$ cat src/serial_channel_pkg.sv
/*
  Constants for the serial channel core: register offsets, field positions,
  reset values, clock source codes and averaged-rate increments.
  Assumes a 200 MHz APB clock and one 32-bit word per register.
*/
`default_nettype none

package serial_channel_pkg;

  // ----------------------------------------------------------------
  // Register offsets (byte addresses)
  // ----------------------------------------------------------------
  localparam logic [7:0] MODE_OFS = 8'h00;
  localparam logic [7:0] CTRL_OFS = 8'h04;
  localparam logic [7:0] EXT_OFS = 8'h08;
  localparam logic [7:0] TXDATA_OFS = 8'h0c;
  localparam logic [7:0] RXDATA_OFS = 8'h10;
  localparam logic [7:0] STATUS_OFS = 8'h14;
  localparam logic [7:0] DIVISOR_OFS = 8'h18;

  // ----------------------------------------------------------------
  // Field positions
  // ----------------------------------------------------------------
  localparam int MODE_SYNC_BIT = 7;
  localparam int MODE_CHR_BIT = 6;
  localparam int MODE_PE_BIT = 5;
  localparam int MODE_ODD_BIT = 4;
  localparam int MODE_STOP_BIT = 3;
  localparam int MODE_MP_BIT = 2;
  localparam int CTRL_TXEN_BIT = 5;
  localparam int CTRL_RXEN_BIT = 4;
  localparam int CTRL_EXTCLK_BIT = 1;
  localparam int CTRL_PINOUT_BIT = 0;
  localparam int EXT_HALF_BIT = 3;
  localparam int TXDATA_FLAG_BIT = 8;
  localparam int ST_TX_EMPTY = 7;
  localparam int ST_RX_FULL = 6;
  localparam int ST_OVERRUN = 5;
  localparam int ST_FRAMING = 4;
  localparam int ST_PARITY = 3;
  localparam int ST_TX_END = 2;
  localparam int ST_BREAK = 1;
  localparam int ST_STATION = 0;

  // ----------------------------------------------------------------
  // Reset values
  // ----------------------------------------------------------------
  localparam logic [7:0] MODE_RST = 8'h00;
  localparam logic [7:0] CTRL_RST = 8'h00;
  localparam logic [7:0] EXT_RST = 8'h00;
  localparam logic [15:0] DIVISOR_RST = 16'h0000;

  // ----------------------------------------------------------------
  // Clock source codes and oversampling
  // ----------------------------------------------------------------
  typedef enum logic [2:0] {
    SRC_PIN = 3'h0, SRC_AVG_115_A = 3'h1, SRC_AVG_460_A = 3'h2, SRC_RESERVED = 3'h3,
    SRC_TIMER = 3'h4, SRC_AVG_115_B = 3'h5, SRC_AVG_460_B = 3'h6, SRC_AVG_720 = 3'h7
  } clk_src_e;

  localparam logic [3:0] OS16_TOP = 4'hf;
  localparam logic [3:0] OS16_MID = 4'h7;
  localparam logic [3:0] OS8_TOP = 4'h7;
  localparam logic [3:0] OS8_MID = 4'h3;
  localparam logic [3:0] SYNC_BITS_LAST = 4'h7;

  // Averaged-rate generators: phase increment = base clock / pclk * 2^32
  localparam longint CLK_HZ = 200000000;
  localparam longint RATE_115_A_BPS = 115152;
  localparam longint RATE_460_A_BPS = 460606;
  localparam longint RATE_115_B_BPS = 115196;
  localparam longint RATE_460_B_BPS = 460784;
  localparam longint RATE_720_BPS = 720000;
  localparam logic [31:0] INC_115_A = 32'((RATE_115_A_BPS * 16 * 64'h100000000) / CLK_HZ);
  localparam logic [31:0] INC_460_A = 32'((RATE_460_A_BPS * 8 * 64'h100000000) / CLK_HZ);
  localparam logic [31:0] INC_115_B = 32'((RATE_115_B_BPS * 16 * 64'h100000000) / CLK_HZ);
  localparam logic [31:0] INC_460_B = 32'((RATE_460_B_BPS * 16 * 64'h100000000) / CLK_HZ);
  localparam logic [31:0] INC_720 = 32'((RATE_720_BPS * 8 * 64'h100000000) / CLK_HZ);

endpackage

`default_nettype wire

$ cat src/serial_rate_divider.sv
/*
  Programmable divider: one-cycle tick every divisor+1 clocks.
  Assumes the divisor is held stable by software while the channel runs.
*/
`default_nettype none

module serial_rate_divider #(
  parameter int WIDTH = 16
) (
  input wire logic pclk,
  input wire logic presetn,
  input wire logic [WIDTH-1:0] divisor,
  output logic tick
);

  logic [WIDTH-1:0] count;

  always_ff @(posedge pclk or negedge presetn) begin
    if (!presetn) begin
      count <= '0;
      tick <= 1'b0;
    end else if (count >= divisor) begin
      count <= '0;
      tick <= 1'b1;
    end else begin
      count <= count + 1'b1;
      tick <= 1'b0;
    end
  end

endmodule // serial_rate_divider

`default_nettype wire

$ cat src/serial_channel_core.sv
/*
  Serial channel core: APB registers, clock source selection, asynchronous
  framing transmitter and receiver, clocked synchronous shift engine.
  Assumes rxd, sclk_in and timer outputs are synchronous to pclk.
*/
`default_nettype none

// Operation
// - Mode bit 7 picks asynchronous (0) or clocked synchronous (1)
// - Asynchronous: length bit 0 gives 8 data bits, 1 gives 7
// - Optional parity or station flag; stop field 0 gives one stop, 1 gives two
// - Asynchronous receive flags framing, parity, overrun and break
// - Internal asynchronous clock: pin unused, or bit-rate clock out when enabled
// - Synchronous mode: fixed 8 bits, no parity or stop, overrun only
// - Synchronous internal clock: baud generator drives clock out on pin
// - Synchronous external clock: shift with the clock from the pin
// - Source 000 takes pin clock at 16x or 8x per halving bit
// - Source 100 clocks from AND of two timer outputs, pin unused
// - Other codes select averaged-rate generators, 011 reserved, pin unused
// - Transmitter and receiver run independently at the same time
// - Both directions double-buffered for back-to-back frames
// - Line idles high; falling edge starts reception
// - Frame: low start, data LSB first, optional parity, high stops
// - Sync on start falling edge; 16x sampling latches on 8th pulse
// - Halving bit gives 8x sampling, latching on 4th pulse
// - Twelve formats; parity enable ignored in station flag format
// - Station flag bit follows data, in parity position, then stops
// - Extended source code only acts in asynchronous external mode
// - Averaged-rate generators fix oversampling regardless of halving bit
module serial_channel_core
  import serial_channel_pkg::*;
(
  input wire logic pclk,
  input wire logic presetn,
  input wire logic psel,
  input wire logic penable,
  input wire logic pwrite,
  input wire logic [31:0] paddr,
  input wire logic [31:0] pwdata,
  output logic [31:0] prdata,
  output logic pready,
  output logic pslverr,
  input wire logic rxd,
  output logic txd,
  input wire logic sclk_in,
  output logic sclk_out,
  output logic sclk_oe,
  input wire logic timer_ch1_output_a,
  input wire logic timer_ch2_output_a
);
  import serial_channel_pkg::*;

  typedef enum logic [1:0] {TX_IDLE, TX_SHIFT} tx_state_e;
  typedef enum logic [1:0] {RX_IDLE, RX_BITS} rx_state_e;

  logic [7:0] serial_mode_reg, serial_control_reg, channel0_extended_mode_reg;
  logic [15:0] divisor;
  logic [7:0] tx_buf, rx_buf;
  logic tx_buf_flag, tx_full, tx_end, rx_full;
  logic overrun_err, framing_err, parity_err, break_seen, station_flag_bit;

  // ----------------------------------------------------------------
  // Mode decode
  // ----------------------------------------------------------------
  logic sync_mode, char_length_select, parity_enable, multiproc_format, two_stops;
  logic clock_source_external, clock_pin_output, tx_en, rx_en, base_clock_halving;
  logic ext_src_active, avg_sel, os_eight;
  logic [2:0] async_clock_source_sel;
  logic [3:0] os_top, os_mid, n_data, stop_idx;
  logic has_extra;

  assign sync_mode = serial_mode_reg[MODE_SYNC_BIT];
  assign char_length_select = serial_mode_reg[MODE_CHR_BIT];
  assign parity_enable = serial_mode_reg[MODE_PE_BIT];
  assign multiproc_format = serial_mode_reg[MODE_MP_BIT];
  assign two_stops = serial_mode_reg[MODE_STOP_BIT];
  assign clock_source_external = serial_control_reg[CTRL_EXTCLK_BIT];
  assign clock_pin_output = serial_control_reg[CTRL_PINOUT_BIT];
  assign tx_en = serial_control_reg[CTRL_TXEN_BIT];
  assign rx_en = serial_control_reg[CTRL_RXEN_BIT];
  assign base_clock_halving = channel0_extended_mode_reg[EXT_HALF_BIT];
  assign async_clock_source_sel = channel0_extended_mode_reg[2:0];
  assign ext_src_active = !sync_mode && clock_source_external;
  assign avg_sel = ext_src_active && async_clock_source_sel != SRC_PIN
    && async_clock_source_sel != SRC_TIMER && async_clock_source_sel != SRC_RESERVED;
  assign os_eight = avg_sel ? (async_clock_source_sel == SRC_AVG_460_A
    || async_clock_source_sel == SRC_AVG_720) : base_clock_halving;
  assign os_top = os_eight ? OS8_TOP : OS16_TOP;
  assign os_mid = os_eight ? OS8_MID : OS16_MID;
  assign n_data = char_length_select ? 4'h7 : 4'h8;
  assign has_extra = multiproc_format || parity_enable;
  assign stop_idx = n_data + {3'h0, has_extra} + 4'h1;

  // ----------------------------------------------------------------
  // Clock sources
  // ----------------------------------------------------------------
  logic baud_tick, sclk_in_d, timer_and_d, acc_carry, base_tick;
  logic pin_rise, pin_fall, timer_rise;
  logic [31:0] phase_acc, phase_inc;

  serial_rate_divider #(.WIDTH(16)) baud_gen (
    .pclk(pclk),
    .presetn(presetn),
    .divisor(divisor),
    .tick(baud_tick)
  );

  assign pin_rise = sclk_in && !sclk_in_d;
  assign pin_fall = !sclk_in && sclk_in_d;
  assign timer_rise = timer_ch1_output_a && timer_ch2_output_a && !timer_and_d;

  always_comb begin
    unique case (async_clock_source_sel)
      SRC_AVG_115_A: phase_inc = INC_115_A;
      SRC_AVG_460_A: phase_inc = INC_460_A;
      SRC_AVG_115_B: phase_inc = INC_115_B;
      SRC_AVG_460_B: phase_inc = INC_460_B;
      SRC_AVG_720: phase_inc = INC_720;
      default: phase_inc = 32'h0000_0000;
    endcase
  end

  always_ff @(posedge pclk or negedge presetn) begin
    if (!presetn) begin
      sclk_in_d <= 1'b1;
      timer_and_d <= 1'b0;
      phase_acc <= 32'h0000_0000;
      acc_carry <= 1'b0;
    end else begin
      sclk_in_d <= sclk_in;
      timer_and_d <= timer_ch1_output_a && timer_ch2_output_a;
      {acc_carry, phase_acc} <= {1'b0, phase_acc} + {1'b0, phase_inc};
    end
  end

  always_comb begin
    if (!ext_src_active) begin
      base_tick = baud_tick;
    end else begin
      unique case (async_clock_source_sel)
        SRC_PIN: base_tick = pin_rise;
        SRC_TIMER: base_tick = timer_rise;
        SRC_RESERVED: base_tick = 1'b0;
        default: base_tick = acc_carry;
      endcase
    end
  end

  // ----------------------------------------------------------------
  // APB slave
  // ----------------------------------------------------------------
  logic access, wr_mode, wr_ctrl, wr_ext, wr_tx, wr_status, wr_div, rd_rx, mapped;
  logic [31:0] rd_mux;
  logic [7:0] status_word;

  assign access = psel && penable && pready && paddr[31:8] == 24'h000000;
  assign wr_mode = access && pwrite && paddr[7:0] == MODE_OFS;
  assign wr_ctrl = access && pwrite && paddr[7:0] == CTRL_OFS;
  assign wr_ext = access && pwrite && paddr[7:0] == EXT_OFS;
  assign wr_tx = access && pwrite && paddr[7:0] == TXDATA_OFS;
  assign wr_status = access && pwrite && paddr[7:0] == STATUS_OFS;
  assign wr_div = access && pwrite && paddr[7:0] == DIVISOR_OFS;
  assign rd_rx = access && !pwrite && paddr[7:0] == RXDATA_OFS;
  assign status_word = {!tx_full, rx_full, overrun_err, framing_err, parity_err, tx_end, break_seen,
    station_flag_bit};

  always_comb begin
    mapped = paddr[31:8] == 24'h000000;
    unique case (paddr[7:0])
      MODE_OFS: rd_mux = {24'h000000, serial_mode_reg};
      CTRL_OFS: rd_mux = {24'h000000, serial_control_reg};
      EXT_OFS: rd_mux = {24'h000000, channel0_extended_mode_reg};
      TXDATA_OFS: rd_mux = {23'h000000, tx_buf_flag, tx_buf};
      RXDATA_OFS: rd_mux = {24'h000000, rx_buf};
      STATUS_OFS: rd_mux = {24'h000000, status_word};
      DIVISOR_OFS: rd_mux = {16'h0000, divisor};
      default: begin
        rd_mux = 32'h0000_0000;
        mapped = 1'b0;
      end
    endcase
  end

  // Answer one cycle into the access phase; unmapped reads give zero and an error
  always_ff @(posedge pclk or negedge presetn) begin
    if (!presetn) begin
      pready <= 1'b0;
      pslverr <= 1'b0;
      prdata <= 32'h0000_0000;
    end else begin
      pready <= psel && penable && !pready;
      if (psel && penable && !pready) begin
        pslverr <= !mapped;
        prdata <= (pwrite || !mapped) ? 32'h0000_0000 : rd_mux;
      end
    end
  end

  always_ff @(posedge pclk or negedge presetn) begin
    if (!presetn) begin
      serial_mode_reg <= MODE_RST;
      serial_control_reg <= CTRL_RST;
      channel0_extended_mode_reg <= EXT_RST;
      divisor <= DIVISOR_RST;
    end else begin
      if (wr_mode) serial_mode_reg <= pwdata[7:0];
      if (wr_ctrl) serial_control_reg <= pwdata[7:0];
      if (wr_ext) channel0_extended_mode_reg <= {4'h0, pwdata[3:0]};
      if (wr_div) divisor <= pwdata[15:0];
    end
  end

  // ----------------------------------------------------------------
  // Transmit frame assembly
  // ----------------------------------------------------------------
  logic [10:0] frame_bits;
  logic [3:0] frame_len;
  logic tx_extra;

  always_comb begin
    tx_extra = multiproc_format ? tx_buf_flag :
      ((char_length_select ? ^tx_buf[6:0] : ^tx_buf) ^ serial_mode_reg[MODE_ODD_BIT]);
    for (int i = 0; i < 11; i++) begin
      if (4'(i) < n_data) frame_bits[i] = tx_buf[i % 8];
      else if (4'(i) == n_data && has_extra) frame_bits[i] = tx_extra;
      else frame_bits[i] = 1'b1;
    end
    frame_len = stop_idx + {3'h0, two_stops};
  end

  // ----------------------------------------------------------------
  // Transmitter
  // ----------------------------------------------------------------
  tx_state_e tx_state;
  logic [10:0] tx_shift;
  logic [3:0] tx_left, tx_os, sync_cnt;
  logic tx_load, sync_run, sync_start, sync_fall, sync_rise, sync_done, async_done;
  logic [7:0] sync_rx_shift;

  // Free-running bit phase so the clock out is continuous and frames align to it
  always_ff @(posedge pclk or negedge presetn) begin
    if (!presetn) tx_os <= 4'h0;
    else if (base_tick) tx_os <= (tx_os >= os_top) ? 4'h0 : tx_os + 4'h1;
  end

  assign tx_load = !sync_mode && tx_en && tx_full && base_tick && tx_os >= os_top
    && (tx_state == TX_IDLE || tx_left == 4'h0);
  assign async_done = !sync_mode && tx_state == TX_SHIFT && base_tick && tx_os >= os_top
    && tx_left == 4'h0 && !tx_load;
  assign sync_start = sync_mode && !sync_run && ((tx_en && tx_full) || (rx_en && !tx_en && !rx_full));
  // Internal clock: a tick with the pin high makes the fall, with it low the rise
  assign sync_fall = clock_source_external ? pin_fall : (baud_tick && sclk_out && sync_run);
  assign sync_rise = clock_source_external ? pin_rise : (baud_tick && !sclk_out && sync_run);
  assign sync_done = sync_run && sync_rise && sync_cnt == SYNC_BITS_LAST;

  always_ff @(posedge pclk or negedge presetn) begin
    if (!presetn) begin
      tx_state <= TX_IDLE;
      tx_shift <= 11'h7ff;
      tx_left <= 4'h0;
      txd <= 1'b1;
    end else if (sync_mode) begin
      tx_state <= TX_IDLE;
      if (!tx_en) begin
        txd <= 1'b1;
      end else if (sync_start) begin
        tx_shift <= {3'h7, tx_buf};
        txd <= tx_buf[0];
      end else if (sync_run && sync_fall && sync_cnt != 4'h0) begin
        tx_shift <= {1'b1, tx_shift[10:1]};
        txd <= tx_shift[1];
      end
    end else if (!tx_en) begin
      // Disabling the transmitter abandons a frame in flight
      tx_state <= TX_IDLE;
      txd <= 1'b1;
    end else if (tx_load) begin
      tx_state <= TX_SHIFT;
      tx_shift <= frame_bits;
      tx_left <= frame_len;
      txd <= 1'b0;
    end else if (tx_state == TX_SHIFT && base_tick && tx_os >= os_top) begin
      if (tx_left == 4'h0) begin
        tx_state <= TX_IDLE;
        txd <= 1'b1;
      end else begin
        txd <= tx_shift[0];
        tx_shift <= {1'b1, tx_shift[10:1]};
        tx_left <= tx_left - 4'h1;
      end
    end
  end

  // Transmit buffer; a write in the same cycle as a load still lands
  always_ff @(posedge pclk or negedge presetn) begin
    if (!presetn) begin
      tx_buf <= 8'h00;
      tx_buf_flag <= 1'b0;
      tx_full <= 1'b0;
      tx_end <= 1'b1;
    end else begin
      if (wr_tx) begin
        tx_buf <= pwdata[7:0];
        tx_buf_flag <= pwdata[TXDATA_FLAG_BIT];
      end
      tx_full <= wr_tx || (tx_full && !tx_load && !(sync_start && tx_en));
      tx_end <= !wr_tx && (tx_end || async_done || (sync_done && tx_en));
    end
  end

  // ----------------------------------------------------------------
  // Synchronous shift engine and serial clock pin
  // ----------------------------------------------------------------
  always_ff @(posedge pclk or negedge presetn) begin
    if (!presetn) begin
      sync_run <= 1'b0;
      sync_cnt <= 4'h0;
      sync_rx_shift <= 8'h00;
    end else if (!sync_mode) begin
      sync_run <= 1'b0;
      sync_cnt <= 4'h0;
    end else if (sync_start) begin
      sync_run <= 1'b1;
      sync_cnt <= 4'h0;
    end else if (sync_run && sync_rise) begin
      sync_rx_shift <= {rxd, sync_rx_shift[7:1]};
      sync_cnt <= sync_cnt + 4'h1;
      if (sync_done) sync_run <= 1'b0;
    end
  end

  always_ff @(posedge pclk or negedge presetn) begin
    if (!presetn) begin
      sclk_out <= 1'b1;
      sclk_oe <= 1'b0;
    end else if (sync_mode) begin
      sclk_oe <= !clock_source_external;
      if (baud_tick && (sync_run || !sclk_out)) sclk_out <= !sclk_out;
    end else begin
      sclk_oe <= !clock_source_external && clock_pin_output;
      sclk_out <= tx_os > os_mid;
    end
  end

  // ----------------------------------------------------------------
  // Asynchronous receiver
  // ----------------------------------------------------------------
  rx_state_e rx_state;
  logic [10:0] rx_shift;
  logic [3:0] rx_os, rx_idx;
  logic rx_prev, rx_sample, rx_done, rx_all_low;
  logic [7:0] rx_data_bits;
  logic rx_extra;

  assign rx_sample = rx_state == RX_BITS && base_tick && rx_os == os_mid;
  assign rx_done = rx_sample && rx_idx == stop_idx;
  assign rx_data_bits = char_length_select ? {1'b0, rx_shift[7:1]} : rx_shift[8:1];
  assign rx_extra = rx_shift[n_data + 4'h1];

  always_ff @(posedge pclk or negedge presetn) begin
    if (!presetn) begin
      rx_state <= RX_IDLE;
      rx_prev <= 1'b1;
      rx_os <= 4'h0;
      rx_idx <= 4'h0;
      rx_shift <= 11'h000;
      rx_all_low <= 1'b1;
    end else if (sync_mode || !rx_en) begin
      rx_state <= RX_IDLE;
      rx_prev <= 1'b1;
    end else if (base_tick) begin
      rx_prev <= rxd;
      unique case (rx_state)
        RX_IDLE: begin
          if (rx_prev && !rxd) begin
            rx_state <= RX_BITS;
            rx_os <= 4'h1;
            rx_idx <= 4'h0;
            rx_all_low <= 1'b1;
          end
        end
        RX_BITS: begin
          rx_os <= (rx_os >= os_top) ? 4'h0 : rx_os + 4'h1;
          if (rx_os == os_mid) begin
            rx_shift[rx_idx] <= rxd;
            rx_all_low <= rx_all_low && !rxd;
            rx_idx <= rx_idx + 4'h1;
            // Glitch shorter than half a bit is not a start
            if ((rx_idx == 4'h0 && rxd) || rx_idx == stop_idx) rx_state <= RX_IDLE;
          end
        end
      endcase
    end
  end

  // Receive buffer and flags: hardware set wins over a software clear
  always_ff @(posedge pclk or negedge presetn) begin
    if (!presetn) begin
      rx_buf <= 8'h00;
      rx_full <= 1'b0;
      overrun_err <= 1'b0;
      framing_err <= 1'b0;
      parity_err <= 1'b0;
      break_seen <= 1'b0;
      station_flag_bit <= 1'b0;
    end else begin
      if (rx_done && !rx_full) begin
        rx_buf <= rx_data_bits;
        station_flag_bit <= multiproc_format && rx_extra;
      end else if (sync_done && rx_en && !rx_full) begin
        rx_buf <= {rxd, sync_rx_shift[7:1]};
      end
      rx_full <= ((rx_done || (sync_done && rx_en)) && !rx_full) || (rx_full && !rd_rx);
      overrun_err <= (rx_full && (rx_done || (sync_done && rx_en)))
        || (overrun_err && !(wr_status && pwdata[ST_OVERRUN]));
      framing_err <= (rx_done && !rx_full && !rxd)
        || (framing_err && !(wr_status && pwdata[ST_FRAMING]));
      parity_err <= (rx_done && !rx_full && parity_enable && !multiproc_format
        && (^rx_data_bits ^ rx_extra ^ serial_mode_reg[MODE_ODD_BIT]))
        || (parity_err && !(wr_status && pwdata[ST_PARITY]));
      break_seen <= (rx_done && rx_all_low && !rxd)
        || (break_seen && !(wr_status && pwdata[ST_BREAK]));
    end
  end

endmodule // serial_channel_core

`default_nettype wire

$ cat config.mk
export PLATFORM = sky130hd
export DESIGN_NAME = serial_channel_core
export DESIGN_NICKNAME = d
export VERILOG_FILES = /design/src/serial_channel_pkg.sv /design/src/serial_rate_divider.sv /design/src/serial_channel_core.sv
export SDC_FILE = /design/constraint.sdc
export NUM_CORES = 1
export LEC_CHECK = 0
export BUFFER_PORTS_ARGS = -buffer_cell sky130_fd_sc_hd__buf_2
export CAP_MARGIN = 15
export CORE_MARGIN = 3
export CORE_UTILIZATION = 60
export DETAILED_ROUTE_END_ITERATION = 12
export GPL_ROUTABILITY_DRIVEN = 0
export GPL_TIMING_DRIVEN = 0
export PLACE_DENSITY = 0.89
export RECOVER_POWER = 100
export SYNTH_ARGS = -nofsm -noshare
export SYNTH_HDL_FRONTEND = slang
export SYNTH_SLANG_ARGS = --single-unit
$ cat constraint.sdc
create_clock -name pclk -period 4.2 [get_ports pclk]
set_input_delay 0.63 -clock pclk [delete_from_list [all_inputs] [get_ports pclk]]
set_output_delay 0.63 -clock pclk [all_outputs]
set_load 0.03 [all_outputs]
==> results of run 1 <==
==> worst max-delay path: stages (launching register included) <==
cell,delay (ps)
sky130_fd_sc_hd__dfrtp_2,480
sky130_fd_sc_hd__inv_1,90
sky130_fd_sc_hd__ha_1,300
sky130_fd_sc_hd__nand2b_1,160
sky130_fd_sc_hd__inv_1,90
sky130_fd_sc_hd__nor2_1,180
sky130_fd_sc_hd__inv_1,180
sky130_fd_sc_hd__ha_1,390
sky130_fd_sc_hd__and4_2,280
sky130_fd_sc_hd__a21bo_2,260
sky130_fd_sc_hd__a211o_2,340
sky130_fd_sc_hd__a211oi_2,330
sky130_fd_sc_hd__o21ai_0,170
sky130_fd_sc_hd__o31ai_1,320
sky130_fd_sc_hd__a21oi_1,130
sky130_fd_sc_hd__xnor2_1,130
==> timing repair <==
item,CTS,global route
gates resized for setup,0,2
setup endpoints to repair,0,1
hold buffers,0,0
==> Yosys cell counts, drive strengths merged (9+ instances only) <==
| library cell | instances | area share [%] |
|---|---|---|
| nand2 | 76 | 2.7 |
| mux2i | 14 | 1.3 |
| a31oi | 11 | 0.70 |
| xnor2 | 49 | 4.0 |
| a21oi | 48 | 2.5 |
| o21a | 11 | 0.77 |
| a21o | 21 | 1.5 |
| nand2b | 12 | 0.70 |
| dfrtp | 169 | 39 |
| clkbuf | 19 | 0.68 |
| inv | 46 | 1.6 |
| nor2 | 85 | 3.2 |
| xor2 | 19 | 1.6 |
| nand4 | 11 | 0.92 |
| nor2b | 9 | 0.53 |
| o22a | 16 | 1.3 |
| dfstp | 15 | 3.7 |
| ha | 64 | 7.5 |
| o21ai | 44 | 2.1 |
| and3 | 14 | 0.82 |
| nand3 | 30 | 1.4 |
| a22o | 20 | 1.6 |
| a22oi | 10 | 0.75 |
| nand3b | 11 | 0.77 |
| mux2 | 66 | 6.9 |
| buf | 28 | 1.8 |
| nor3 | 12 | 0.61 |
==> through the flow <==
step,std cells,utilization [%],setup TNS [ps],hold slack (ps)
after global placement,1347,65.6,-58670,454
after floorplan,1047,-,0,334
after global routing,1381,68.5,0,320
after CTS,1380,69.3,0,142
final,1381,68.5,0,328
after detailed placement,1348,65.9,0,464
==> layout make-up <==
type	count	share of cell area [%]
diodes	1	0.0210
plain buffers	47	2.13
clock buffers	25	4.52
clock inverters	7	0.451
inverters	46	1.45
multi-input cells	770	47.2
flip-flops and latches	184	38.7
well taps	225	2.36
repair buffers	76	3.12
==> cells in the final DEF, fill, tap and decap left out, drive strengths merged, types with 19 or more instances in the layout <==
| cell | netlist | final |
|---|---|---|
| a21o | 21 | 21 |
| clkbuf | 19 | 74 |
| a22o | 20 | 20 |
| ha | 64 | 64 |
| xnor2 | 49 | 49 |
| xor2 | 19 | 19 |
| inv | 46 | 49 |
| o21ai | 44 | 44 |
| buf | 28 | 74 |
| nor2 | 85 | 85 |
| nand3 | 30 | 30 |
| nand2 | 76 | 76 |
| dfrtp | 169 | 169 |
| a21oi | 48 | 48 |
| mux2 | 66 | 66 |
==> layer usage <==
metal | share of wire (%) | up-vias | track usage (%)
met2 | 49 | 413 | 46.1
met4 | 3.4 | 0 | 11.4
met3 | 7.4 | 86 | 5.70
met1 | 40 | 4189 | 33.9
li1 | - | 3902 | -
met5 | 0 | - | 0
==> final timing paths <==
check                      slack [ps]                          end                                      start  depth (start not counted)
min in group asynchronous        1380        tx_buf[3]$_DFFE_PN0P_                                    presetn                          1
hold reg to reg                   480       phase_acc[0]$_DFF_PN0_                     phase_acc[0]$_DFF_PN0_                          1
setup / recovery                  260      phase_acc[25]$_DFF_PN0_  channel0_extended_mode_reg[1]$_DFFE_PN0P_                         15
hold / removal                    330          sclk_in_d$_DFF_PN1_                                    sclk_in                          1
setup reg to reg                  260      phase_acc[25]$_DFF_PN0_  channel0_extended_mode_reg[1]$_DFFE_PN0P_                         15
max in group asynchronous         850  baud_gen.count[5]$_DFF_PN0_                                    presetn                          1
==> power groups by stage <==
| stage | clock network (mW) | logic [mW] | registers, mW |
|---|---|---|---|
| 2_1_floorplan | 0 | 0.0501 | 1.81 |
| 3_3_place_gp | 0 | 0.132 | 1.81 |
| 3_5_place_dp | 0 | 0.138 | 1.81 |
| 4_1_cts | 1.62 | 0.139 | 1.78 |
| 5_1_grt | 1.69 | 0.149 | 1.78 |
| 6_report | 1.61 | 0.136 | 1.78 |
==> logic make-up (layout without fill, tap and decap cells) <==
kind of cell / count (synthesis) / after routing / synth area share [%]
other: 1 / 17 / 0.0350
and+or+nand+nor: 302 / 302 / 14.8
xor gates and xnor gates: 68 / 68 / 5.56
DFF: 184 / 184 / 43.1
muxes: 83 / 83 / 8.87
buffers and inverters: 93 / 201 / 4.04
adders and majority gates: 68 / 68 / 8.04
AOI/OAI and AO/OA: 233 / 233 / 15.6
==> run summary, run 1 <==
Total number of nets in the final design - 1281
Type of the worst setup path - flip-flop to flip-flop
Area enclosed by the die boundary - 19500 um2
Final critical-path setup slack - 262 ps
Clock period minus final worst setup slack - 3940 ps
Via density - 6.22
Maximum level of the CTS H-tree - 4
Number of enable-type register cells in the synthesized netlist - 0
Largest Register - phase_acc
Combined flip-flop and latch cell area - 4630 um2
Drt initial violations - 738
Reported leakage power - 5.76 nW
#FFs+latches synth - 184
Overall via count from detail_route - 8590
Period Utilization, post-route - 93.8%
Overall global routing resource usage - 27.2%
IR drop worst, VDD - 304 uV
Fin. Hold Viols - 0
Post-Synthesis Cells - 1032
Area used by multi-input combinational logic - 5640 um2
Final-layout fill cell count - 1228
Layout cells sized above 1 - 17.7%
Via count of the first global-routing pass - 8621
Flip-flop count of the largest register after layout - 32
Synth warnings - 0
Maximum clock insertion buffer count - 2
Total routed wirelength - 26500 um
Drt drc - 0
Maximum number of pins on one net before global-route repair - 121
Clk pin slew, worst setup/hold paths - 70 ps
Number of endpoints failing setup at the final stage - 0
DP Area - 11500 um2
CTS tree - done
Sequential fraction of design power - 50.5%
Starting utilization of the core area - 61.6%
Die Span Y - 140 um
Syn_area_per_cell - 10.4 um2
Number of maximum-capacitance constraint violations - 1
Net switching component of the power - 803 uW
Buffers inserted during post-CTS setup optimization - 0
Number of slew-limit violations in the final report - 65
Antenna viol nets, final - 0
Remaining Overflow, GRT - 0
Worst-case setup slack after placement - 248 ps
Unrepaired setup endpoints after global routing - false
Type of origin of the critical path - flip-flop
Initial antenna violation count - 1
Violations in the final reports - capacitance limit, slew limit
Worst relative slew slack - -133%
Die span in x - 140 um
Max Clock Skew - 12.6 ps
Comb pwr share - 3.9%
Cell internal power dissipation - 2.72 mW
Wire length of the first global-routing pass - 43000 um
Clock sink count - 184
Sw Share - 22.8%
Worst Hold Class - input pin to flip-flop
Outcome - finished, violations left
Placeable core region - 17400 um2
Proportion of register bits with asynchronous set or reset after synthesis - 100%
Maximum frequency from static timing analysis - 254 MHz
Design Area, Final - 11900 um2
Number of I/O pins - 110
First-pass DRT Iterations - 6
Endpoint kind of the worst setup timing path - flip-flop
Clock share of power - 45.7%
Required time of the critical path - 4520 ps
Actual slew at the worst max-slew pin - 3500 ps
Port buffer count - 75
Synth-to-layout area growth - 11.4%
PnR Total Power - 3.52 mW
Power density normalized to cell area - 295 nW/um2
Main synth FF type - sky130_fd_sc_hd__dfrtp_1
Data arrival time of the worst path - 4260 ps
Cell row count - 48
Number of distinct library cells after synthesis - 96
Total CTS buffers - 17
Routed wirelength normalized by instance count - 19.2 um
Buffer type at the clock tree root - sky130_fd_sc_hd__clkbuf_16
Share of synthesized area occupied by flip-flops and latches - 43.1%
Post-synthesis instance area - 10700 um2
Placed wire-length estimate after detailed placement - 18500 um
Highest fanout seen on the critical path - 10
Clock latency on the worst-skew pair - 440 ps
(Power assumes the default switching activity.)
==> run 2: changes to the inputs <==
--- a/config.mk
+++ b/config.mk
@@ -8,11 +8,12 @@
 export BUFFER_PORTS_ARGS = -buffer_cell sky130_fd_sc_hd__buf_2
 export CAP_MARGIN = 15
 export CORE_MARGIN = 3
-export CORE_UTILIZATION = 60
+export CORE_UTILIZATION = 30
 export DETAILED_ROUTE_END_ITERATION = 12
 export GPL_ROUTABILITY_DRIVEN = 0
 export GPL_TIMING_DRIVEN = 0
-export PLACE_DENSITY = 0.89
+export HOLD_SLACK_MARGIN = 0.03
+export PLACE_DENSITY = 0.54
 export RECOVER_POWER = 100
 export SYNTH_ARGS = -nofsm -noshare
 export SYNTH_HDL_FRONTEND = slang
==> run 2 against run 1 <==
Net effect: the run still ends with capacitance limit, slew limit left; combinational power is essentially flat; sequential share of layout area shrank 1.1 points; setup slack better by 34 ps; count of clock-buffer cells in the layout decreased by 8; cell count is 17% higher; total power up 3.8%; fmax is 0.87% higher; critical path type unchanged; largest cell class unchanged; largest power group unchanged.
==> run summary, run 2 (synthesis gave the netlist of run 1 again) <==
Outcome - finished, violations left
Violations in the final reports - capacitance limit, slew limit
Worst-case setup slack after placement - 215 ps (-33.1 ps)
Placeable core region - 34900 um2 (+100%)
Clk pin slew, worst setup/hold paths - 80 ps (about the same)
IR drop worst, VDD - 245 uV (-19%)
Number of I/O pins - 110 (unchanged)
Via count of the first global-routing pass - 7862 (-8.8%)
Total routed wirelength - 26000 um (-2.0%)
Remaining Overflow, GRT - 0 (unchanged)
Overall global routing resource usage - 13.7% (-14 points)
Unrepaired setup endpoints after global routing - false
Most common cell after layout, fill and taps aside - sky130_fd_sc_hd__dfrtp_1
Endpoint kind of the worst setup timing path - flip-flop
Maximum clock insertion buffer count - 2 (unchanged)
PnR Total Power - 3.65 mW (+3.8%)
Cell count after placement - 1578 (+17%)
WP depth - 15 (unchanged)
Max Clock Skew - 19.1 ps (+6.44 ps)
Logic depth of the worst register-to-register path - 15 (unchanged)
Buffer type at the clock tree root - sky130_fd_sc_hd__clkbuf_16
Placed wire-length estimate after detailed placement - 19600 um (+6.0%)
Die Span Y - 195 um (+40%)
Worst relative slew slack - -118% (+16 points)
Worst Hold Class - input pin to flip-flop
Timing startpoint of the critical path - channel0_extended_mode_reg[2]$_DFFE_PN0P_
Starting utilization of the core area - 30.7% (-31 points)
Reg2reg setup slack - 300 ps (+30 ps)
Maximum frequency from static timing analysis - 256 MHz (+0.87%)
Antenna viol nets, final - 0 (unchanged)
Library cell contributing the largest single delay on the critical path - sky130_fd_sc_hd__dfrtp_1
Clock period minus final worst setup slack - 3900 ps (-33.9 ps)
Clock latency on the worst-skew pair - 450 ps (about the same)
Highest-count cells in the layout ignoring fill and taps - sky130_fd_sc_hd__dfrtp_1 (168), sky130_fd_sc_hd__nor2_1 (83), sky130_fd_sc_hd__nand2_1 (76)
Layout cells sized above 1 - 18.2% (+0.52 points)
Synth-to-layout area growth - 14.6%
Origin of the critical flop-to-flop path - channel0_extended_mode_reg[2]$_DFFE_PN0P_
Maximum number of pins on one net before global-route repair - 116 (-4.1%)
Overall via count from detail_route - 8029 (-6.5%)
Flip-flop count of the largest register after layout - 32 (unchanged)
Period Utilization, post-route - 92.9% (-0.81 points)
Reported leakage power - 5.79 nW (+0.57%)
Buffers plus inverters on the worst setup path - 3 (unchanged)
CTS tree - done
Final core utilization - 35.2% (-33 points)
Type of the worst setup path - flip-flop to flip-flop
Routed wirelength normalized by instance count - 16.2 um (-16%)
Required time of the critical path - 4520 ps (about the same)
Clock sink count - 184 (unchanged)
Largest incremental delay on the critical path - 480 ps (about the same)
Initial antenna violation count - 0 (-1)
Endpoint of the worst-slack reg-to-reg timing path - phase_acc[25]$_DFF_PN0_
Largest Register - phase_acc
Port buffer count - 75 (unchanged)
Type of origin of the critical path - flip-flop
Number of endpoints failing setup at the final stage - 0 (unchanged)
Cell row count - 68 (+42%)
First-pass DRT Iterations - 5 (-1)
Drt initial violations - 483 (-35%)
Drt drc - 0 (unchanged)
Fin. Hold Viols - 0 (unchanged)
Highest fanout seen on the critical path - 10 (unchanged)
Actual slew at the worst max-slew pin - 3260 ps (-243 ps)
Final critical-path setup slack - 296 ps (+33.9 ps)
Crit-path leading delay family - compound AO/OA/AOI/OAI gates
Total number of nets in the final design - 1281 (unchanged)
Number of maximum-capacitance constraint violations - 1 (unchanged)
Data arrival time of the worst path - 4230 ps (-30 ps)
Worst Setup EP - phase_acc[25]$_DFF_PN0_
Total CTS buffers - 17 (unchanged)
Power density normalized to cell area - 297 nW/um2 (+0.80%)
Number of inserted diodes - 0 (-1)
Area enclosed by the die boundary - 38000 um2 (+95%)
Number of slew-limit violations in the final report - 70 (+7.7%)
Wire length of the first global-routing pass - 42300 um (-1.7%)
Maximum level of the CTS H-tree - 4 (unchanged)
Die span in x - 195 um (+40%)
Via density - 4.99 (-20%)
DP Area - 11800 um2 (+2.5%)
Post-route insts no fill - 1610 (+17%)
Design Area, Final - 12300 um2 (+2.9%)
Critical path cell sequence - buf_6 > nand2_1 > a21boi_1 > inv_2 > nor2_1 > inv_1 > ha_1 > and4_2 > a21bo_2 > a211o_2 > a211oi_2 > o21ai_0 > o31ai_1 > a21oi_1 > xnor2_1
==> run 2: cell count changes in the layout (fill, tap and decap cells not counted), moves of 2 or more <==
cell,previous run,this run
sky130_fd_sc_hd__inv_8,0,4
sky130_fd_sc_hd__clkbuf_8,2,0
sky130_fd_sc_hd__inv_6,2,0
sky130_fd_sc_hd__clkbuf_1,51,47
sky130_fd_sc_hd__clkbuf_16,20,17
sky130_fd_sc_hd__a21boi_0,5,3
sky130_fd_sc_hd__clkinv_4,2,0
sky130_fd_sc_hd__a21boi_1,0,2
sky130_fd_sc_hd__inv_12,0,5
sky130_fd_sc_hd__clkinv_8,0,6
==> run 2: how the worst min path moves through the flow <==
stage | from | endpoint | slack [ps] | cells after the start
global route | sclk_in | sclk_in_d$_DFF_PN1_ | 330 | 1
finish | sclk_in | sclk_in_d$_DFF_PN1_ | 330 | 1
detailed placement | phase_acc[31]$_DFF_PN0_ | phase_acc[31]$_DFF_PN0_ | 460 | 1
global placement | framing_err$_DFF_PN0_ | framing_err$_DFF_PN0_ | 460 | 1
CTS | presetn | prdata[10]$_DFFE_PN0P_ | 160 | 1
floorplan | presetn | acc_carry$_DFF_PN0_ | 330 | 0
==> run 2: timing repair <==
action,4_1_cts,5_1_grt
endpoints found under the setup margin,0,4
hold endpoints to repair,0,0
buffers inserted,0,0
resized for setup,0,4
hold buffers,0,0
==> run 2: where the power goes <==
group          leakage, nW  total, mW  switching [mW]  internal [mW]
clock                0.312       1.74           0.897          0.844
combinational         2.99      0.137          0.0964         0.0406
sequential            2.49       1.78         0.00145           1.77
total                 5.79       3.65           0.995           2.66
==> run 2: area by class of cell <==
cell class	instances	area [um2]
Timing Repair Buffer	76	382
Fill cell	3522	22600
Buffer	47	254
Sequential cell	184	4620
Tap cell	455	569
Clock buffer	17	425
Inverter	46	173
Multi-Input combinational cell	770	5640
Clock inverter	15	224
==> run 2: through the flow <==
| stage | hold WS (ps) | setup TNS [ps] |
|---|---|---|
| 5_1_grt | 325 | 0 |
| 4_1_cts | 164 | 0 |
| 2_1_floorplan | 334 | 0 |
| 6_report | 330 | 0 |
| 3_3_place_gp | 457 | -132740 |
| 3_5_place_dp | 455 | 0 |
==> run 2: metal layers <==
metal / track usage (%) / wire (um) / vias up
li1: - / - / 3912
met1: 19.2 / 12700 / 3961
met2: 22.0 / 11900 / 144
met3: 2.74 / 1160 / 12
met4: 2.75 / 222 / 0
met5: 0 / 0 / -
